### src/logic/sar_defines.svh
// timing and width constants for the successive approximation register
`ifndef SAR_DEFINES_SVH
`define SAR_DEFINES_SVH
`define SAR_WIDTH     8
`define SAR_MSB       3'h7
`define SAR_ZERO      8'h00
`define SAR_MSB_ONLY  8'h80
// cycles a trial waits for the comparator to pass the input synchroniser
`define SAR_SETTLE    3'h4
`endif

### src/logic/sar_pkg.sv
// types for the successive approximation register
package sar_pkg;
  typedef enum logic [1:0] {
    SAR_CLEARED,
    SAR_FIRST,
    SAR_TRIAL,
    SAR_DONE
  } sar_state_t;

  typedef struct packed {
    logic [7:0] trial_bits;
    logic       serial_result;
    logic       done;
  } sar_result_t;
endpackage

### src/logic/sar_core.sv
// successive approximation register core with clear and shortening variants
//
// Function
// (RULE_01) all inputs are taken only at the rising clock edge; code takes arst_n asynchronously, at its falling edge
// (RULE_02) a low-to-high request seen at a rising edge starts a conversion
// (RULE_03) comparator input is synchronised and decides the current trial bit
// (RULE_04) clear variant: master clear zeroes all outputs at next rising edge; code zeroes them at fifth rising edge, done at the falling edge after
// (RULE_05) clear released with request low keeps device cleared until request high
// (RULE_06) each cycle the next trial bit is set high then conditionally cleared; code takes one step every five clock cycles
// (RULE_07) a resolved trial bit holds until clear or a new start
// (RULE_08) done rises on falling edge after lsb resolution or shortening tap high
// (RULE_09) serial result shows each bit while its parallel bit is resolved
// (RULE_10) serial output inactive in first period, when cleared, second cycle after done
// (RULE_11) with done low and clocking, no stable idle state exists
// (RULE_12) shortening variant restarts after done when request is high
// (RULE_13) free-running and strobed modes; done fed to request restarts at once
// (RULE_14) system ties output below lsb used to shortening tap, ignores lower bits
// (RULE_15) for full eight bits the system holds the shortening tap low
// (RULE_16) cascaded clear variant keeps serial inhibited until its second cycle
// (RULE_17) trial bits resolve from msb down to lsb, one per cycle; code resolves one bit per five clock cycles
`timescale 1ns/1ps
`include "sar_defines.svh"

module sar_core
  import sar_pkg::*;
#(
  parameter bit CLEAR_VARIANT = 1'b1
) (
  input  wire logic       clk_sys,
  input  wire logic       arst_n,
  input  wire logic       conversion_request,
  input  wire logic       comparator_in,
  input  wire logic       master_clear,
  input  wire logic       shortening_tap,
  output logic [7:0]      trial_bits,
  output logic            serial_result,
  output logic            done
);

  ////////////////////////////////////////////////////////////////////////////
  // input synchronisers: three stages, change taken once stages two and three agree
  logic [2:0] sync_req;
  logic [2:0] sync_cmp;
  logic [2:0] sync_clr;
  logic [2:0] sync_tap;
  logic       req_q;
  logic       cmp_q;
  logic       clr_q;
  logic       tap_q;
  logic       next_req_q;
  logic       next_cmp_q;
  logic       next_clr_q;
  logic       next_tap_q;

  always_comb begin
    next_req_q = (sync_req[1] == sync_req[2]) ? sync_req[2] : req_q;
    next_cmp_q = (sync_cmp[1] == sync_cmp[2]) ? sync_cmp[2] : cmp_q;
    next_clr_q = (sync_clr[1] == sync_clr[2]) ? sync_clr[2] : clr_q;
    next_tap_q = (sync_tap[1] == sync_tap[2]) ? sync_tap[2] : tap_q;
  end

  always_ff @(posedge clk_sys or negedge arst_n) begin // RULE_01
    if (!arst_n) begin
      sync_req <= 3'h0;
      sync_cmp <= 3'h0;
      sync_clr <= 3'h0;
      sync_tap <= 3'h0;
      req_q    <= 1'b0;
      cmp_q    <= 1'b0;
      clr_q    <= 1'b0;
      tap_q    <= 1'b0;
    end else begin
      sync_req <= {sync_req[1:0], conversion_request};
      sync_cmp <= {sync_cmp[1:0], comparator_in}; // RULE_03
      sync_clr <= {sync_clr[1:0], master_clear};
      sync_tap <= {sync_tap[1:0], shortening_tap};
      req_q    <= next_req_q;
      cmp_q    <= next_cmp_q;
      clr_q    <= next_clr_q;
      tap_q    <= next_tap_q;
    end
  end

  ////////////////////////////////////////////////////////////////////////////
  // conversion state machine
  sar_state_t state;
  sar_state_t next_state;
  logic [2:0] bit_idx;
  logic [2:0] next_bit_idx;
  logic [7:0] next_trial_bits;
  logic       next_serial_result;
  logic       req_prev;
  logic       done_pend;
  logic       next_done_pend;
  logic       post_done;
  logic       next_post_done;
  logic       serial_inhibit;
  logic       next_serial_inhibit;
  logic       clear_now;
  logic       start_now;
  logic       tap_end;
  logic [2:0] step_cnt;
  logic [2:0] next_step_cnt;
  logic       step_en;

  // one-cycle step pulse: a trial bit is decided only once the comparator
  // answer to it has crossed the synchroniser
  assign step_en   = (step_cnt == `SAR_SETTLE);
  assign clear_now = CLEAR_VARIANT && clr_q;
  assign tap_end   = !CLEAR_VARIANT && tap_q;
  // rising request, a level request after done or while cleared (restart and free run), or shortening variant in cleared state
  assign start_now = (req_q && !req_prev) // RULE_02
                   || (req_q && state == SAR_DONE) // RULE_12 RULE_13
                   || (req_q && state == SAR_CLEARED) // RULE_05 RULE_11
                   || (!CLEAR_VARIANT && state == SAR_CLEARED); // RULE_11

  always_comb begin
    next_state          = state;
    next_bit_idx        = bit_idx;
    next_step_cnt       = step_cnt;
    next_trial_bits     = trial_bits;
    next_serial_result  = 1'b0;
    next_done_pend      = 1'b0;
    next_post_done      = 1'b0;
    next_serial_inhibit = serial_inhibit;
    if (clear_now) begin
      next_state          = SAR_CLEARED; // RULE_04
      next_trial_bits     = `SAR_ZERO;
      next_bit_idx        = `SAR_MSB;
      next_step_cnt       = 3'h0;
      next_serial_inhibit = 1'b1;
    end else if (start_now) begin
      // first period: msb set high, serial held low
      next_state      = SAR_FIRST;
      next_trial_bits = `SAR_MSB_ONLY; // RULE_06
      next_bit_idx    = `SAR_MSB; // RULE_17
      next_step_cnt   = 3'h0;
      next_post_done  = 1'b0; // RULE_10
      next_serial_inhibit = CLEAR_VARIANT; // RULE_16
    end else begin
      case (state)
        SAR_CLEARED: begin
          // leaves on a request level, or at once in the shortening variant; held by RULE_05
          next_state = SAR_CLEARED; // RULE_05
        end
        SAR_FIRST, SAR_TRIAL: begin
          if (!step_en) begin
            next_step_cnt = step_cnt + 3'h1;
          end else begin
            next_step_cnt            = 3'h0;
            next_trial_bits[bit_idx] = cmp_q; // RULE_03 RULE_06
            next_serial_result       = cmp_q && !(state == SAR_FIRST && serial_inhibit); // RULE_09
            next_serial_inhibit      = 1'b0;
            if (bit_idx == 3'h0 || tap_end) begin
              next_state     = SAR_DONE;
              next_done_pend = 1'b1; // RULE_08
            end else begin
              next_state                      = SAR_TRIAL; // RULE_11
              next_bit_idx                    = bit_idx - 3'h1; // RULE_17
              next_trial_bits[bit_idx - 3'h1] = 1'b1; // RULE_06
            end
          end
        end
        SAR_DONE: begin
          next_post_done = 1'b1;
          next_state     = SAR_DONE; // RULE_07
        end
        default: begin
          next_state = SAR_CLEARED;
        end
      endcase
    end
  end

  always_ff @(posedge clk_sys or negedge arst_n) begin
    if (!arst_n) begin
      state          <= SAR_CLEARED;
      bit_idx        <= `SAR_MSB;
      step_cnt       <= 3'h0;
      trial_bits     <= `SAR_ZERO;
      serial_result  <= 1'b0;
      req_prev       <= 1'b0;
      done_pend      <= 1'b0;
      post_done      <= 1'b0;
      serial_inhibit <= 1'b1;
    end else begin
      state          <= next_state;
      bit_idx        <= next_bit_idx;
      step_cnt       <= next_step_cnt;
      trial_bits     <= next_trial_bits; // RULE_07
      serial_result  <= next_serial_result && !post_done; // RULE_10
      req_prev       <= req_q;
      done_pend      <= next_done_pend || (state == SAR_DONE && !start_now && !clear_now);
      post_done      <= next_post_done;
      serial_inhibit <= next_serial_inhibit;
    end
  end

  ////////////////////////////////////////////////////////////////////////////
  // done flag changes on the falling edge, giving the parallel bits half a cycle
  always_ff @(negedge clk_sys or negedge arst_n) begin
    if (!arst_n) begin
      done <= 1'b0;
    end else begin
      done <= done_pend && state == SAR_DONE; // RULE_08
    end
  end

endmodule // sar_core

### config.mk
export PLATFORM = sky130hd
export DESIGN_NAME = sar_core
export DESIGN_NICKNAME = d
export VERILOG_FILES = /design/src/logic/sar_pkg.sv /design/src/logic/sar_core.sv
export VERILOG_INCLUDE_DIRS = /design/src /design/src/logic
export SDC_FILE = /design/constraint.sdc
export NUM_CORES = 1
export LEC_CHECK = 0
export ABC_AREA = 1
export CAP_MARGIN = 20
export CORE_MARGIN = 1.5
export CORE_UTILIZATION = 30
export CTS_CLUSTER_SIZE = 25
export DETAILED_ROUTE_END_ITERATION = 7
export DONT_BUFFER_PORTS = 1
export PLACE_DENSITY = 0.42
export SLEW_MARGIN = 20
export SYNTH_ARGS = -nofsm -noshare
export SYNTH_HDL_FRONTEND = slang
export SYNTH_SLANG_ARGS = --single-unit
### constraint.sdc
create_clock -name clk_sys -period 1.5 [get_ports clk_sys]
set_input_delay 0.45 -clock clk_sys [delete_from_list [all_inputs] [get_ports clk_sys]]
set_output_delay 0.45 -clock clk_sys [all_outputs]
set_load 0.05 [all_outputs]
==> flow_metrics.py <==
metrics = {
    "worst_setup_path": {
        "crit_path_start_kind": "register",
        "crit_chain": "buf_12",
        "critPathRequiredTime_ps": 1050,
        "arrival_ps": 1610,
        "reg2reg_to": "done",
        "path_class": "register to primary output",
        "r2r.worst_path.cells": 3,
        "end_kind": "primary output",
        "crit_family": "flip-flops",
        "crit_start": "done",
        "r2r_slack_ps": -80,
        "path_buf_inv": 1,
        "r2r-start": "state[1]",
        "crit_path_top_delay_cell": "dfrtn_1",
        "path_depth": 1,
        "crit_path_max_fanout": 1,
        "critPathMaxStageDelay_ps": 430,
        "crit_end": "done",
    },
    "synthesis": {
        "synth_seq_area_share": 0.5078,
        "synth_cells": 195,
        "syn-num-nets": 209,
        "ys.warnings.count": 0,
        "syn_area_um2": 1685,
        "syn-mean-instance-area_um2": 8.643,
        "synth_cell_types": 24,
        "ys_ff_latch": 34,
    },
    "sta": {
        "worst_slew_pin_slew_ps": 533.5,
        "setup_tns_ps": -893.6,
        "rsz0062_at_grt": "yes",
        "finalSetupViolations": 15,
        "hold_violations": 0,
        "final.setup.worst_slack_ps": -557.7,
        "finClkSkew_ps": 11.73,
        "max_slew_margin": 0.6444,
        "whs_ps": 189.7,
        "drv_slew": 0,
    },
    "clock_network": {
        "cts.clk_slew.worst_paths_ps": 70,
        "cts_buffer_depth": 2,
        "cts_made_buffers": 5,
        "cts_tree": "yes",
        "htree_num_levels": 2,
        "root_buffer": "clkbuf_8",
        "cts.sinks": 34,
        "clk_latency_ps": 290,
    },
    "floorplanning": {
        "io_pins": 16,
        "dieHeight_um": 77.95,
        "core_um2": 5473,
        "start_util": 0.3080,
        "die_w_um": 77.95,
        "die_area_um2": 6076,
        "rows": 27,
    },
    "finish": {
        "final_common_cell": "nand2_1",
        "mostFrequentLayoutCells": "nand2_1, dfrtp_1, nand2_2",
        "nets": 235,
        "syn2layout_area_growth_pct": 29.32,
        "final_util": 0.3983,
        "n_antenna_cell": 0,
        "drive_gt1_frac": 0.3604,
    },
    "global_routing": {
        "globalRouteTotalUtil": 0.1381,
        "antenna_found_initial": 0,
        "grt_max_degree": 32,
        "grt_pass1_wl_um": 6513,
        "grt_pass1_vias": 1398,
        "grt-ovfl-total": 0,
    },
    "place": {
        "gp_congestion": 0.7734,
        "dpl.hpwl_um": 2550,
        "pre_cts_ws_ps": -253.8,
        "numPortBuffers": 0,
    },
    "power": {
        "fin_total_pwr_uw": 2757,
        "peakVddDrop_mv": 0.5892,
        "powerDensity_nw_per_um2": 1265,
        "p_leak_uw": 0.001057,
    },
    "drt": {
        "final_antenna_net_count": 0,
        "drt_iter0_drc": 158,
        "dr.pass1.iters": 4,
        "routed_via_density": 4.622,
        "drt-wirelength-per-cell_um": 12.77,
        "wirelength_um": 3755,
        "drc": 0,
        "num_vias": 1359,
    },
    "status": {
        "violations": "negative setup slack",
        "status": "finished, violations left",
    },
    "job": {
        "drv_cap": 0,
    },
    "min_path": {
        "min_path_type": "input pin to register",
    },
}
## synth_stat cells
cell,n,area share
a21oi_1,3,0.0089
buf_2,2,0.0059
buf_6,1,0.0067
clkinv_1,1,0.0022
dfrtn_1,1,0.015
dfrtp_1,29,0.43
dfstp_2,4,0.062
ha_1,8,0.059
inv_1,23,0.051
inv_2,2,0.0045
inv_6,1,0.0052
maj3_1,3,0.018
nand2_1,61,0.14
nand2_2,1,0.0037
nand3_1,13,0.039
nand3_2,3,0.018
nand4_1,7,0.026
nor2_1,6,0.013
nor2_8,1,0.012
nor3_1,5,0.015
o21ai_0,16,0.048
o21ai_1,2,0.0059
o21ai_4,1,0.0097
xnor2_1,1,0.0052
## metal layers
metal / share of wire / up-vias / GRT usage
met3: 0.049 / 4 / 0.03647
met1: 0.46 / 652 / 0.1828
met4: 0.011 / 0 / 0.04821
met5: 0 / - / 0
li1: - / 675 / -
met2: 0.47 / 28 / 0.2174
## logic make-up after synthesis
| family | synth area share |
|---|---|
| adder cells (fa/ha/maj) | 0.07721 |
| buffers and inverters | 0.07572 |
| XOR/XNOR | 0.005198 |
| flip-flops | 0.5078 |
| AO/OA/AOI/OAI | 0.07201 |
| AND/OR/NAND/NOR | 0.2621 |
## area by class of cell
cell class	count	area, um^2
Clock buffer	5	68.82
Inverter	27	106.4
Sequential cell	34	855.8
Tap cell	72	90.09
Timing Repair inverter	1	6.256
Clock inverter	3	21.27
Timing Repair Buffer	21	200.2
Multi-Input combinational cell	131	830.8
Fill cell	562	3293
## report_power, final
part           internal [uW]  leakage [uW]  switching (uW)  total [uW]
Clock                    326     0.0000441             351         677
Combinational            376      0.000584             617         994
Sequential              1010      0.000428            73.1        1090
## flip-flops by register name, summed over array words and instances, names as in the netlist, 2 cells and up
name,count
sync_req,3
step_cnt,3
sync_cmp,3
state,2
sync_clr,3
trial_bits,8
bit_idx,3
## how the worst min path moves through the flow
stage                    endpoint         start  cells after the start
finish                sync_clr[0]  master_clear                      0
global route          sync_clr[0]  master_clear                      0
CTS                   sync_clr[0]  master_clear                      0
detailed placement    step_cnt[0]        arst_n                      0
global placement    trial_bits[7]        arst_n                      0
floorplan               clear_now        arst_n                      0
## per-stage QoR
| stage | cell area (um^2) | std cells |
|---|---|---|
| detailed placement | 1907 | 281 |
| floorplan | 1698 | 195 |
| global route | 2180 | 294 |
| global placement | 1907 | 281 |
| CTS | 2090 | 293 |
| finish | 2180 | 294 |
## what timing repair did
| action | 4_1_cts | 5_1_grt |
|---|---|---|
| resized for setup | 15 | 37 |
| endpoints found under the hold margin | 31 | 0 |
| pin swaps | 15 | 16 |
| hold buffers | 2 | 0 |
| cloned | 1 | 0 |
| buffers inserted | 2 | 2 |
| endpoints found under the setup margin | 17 | 21 |
No activity file was read; power rests on OpenSTA's default activity.
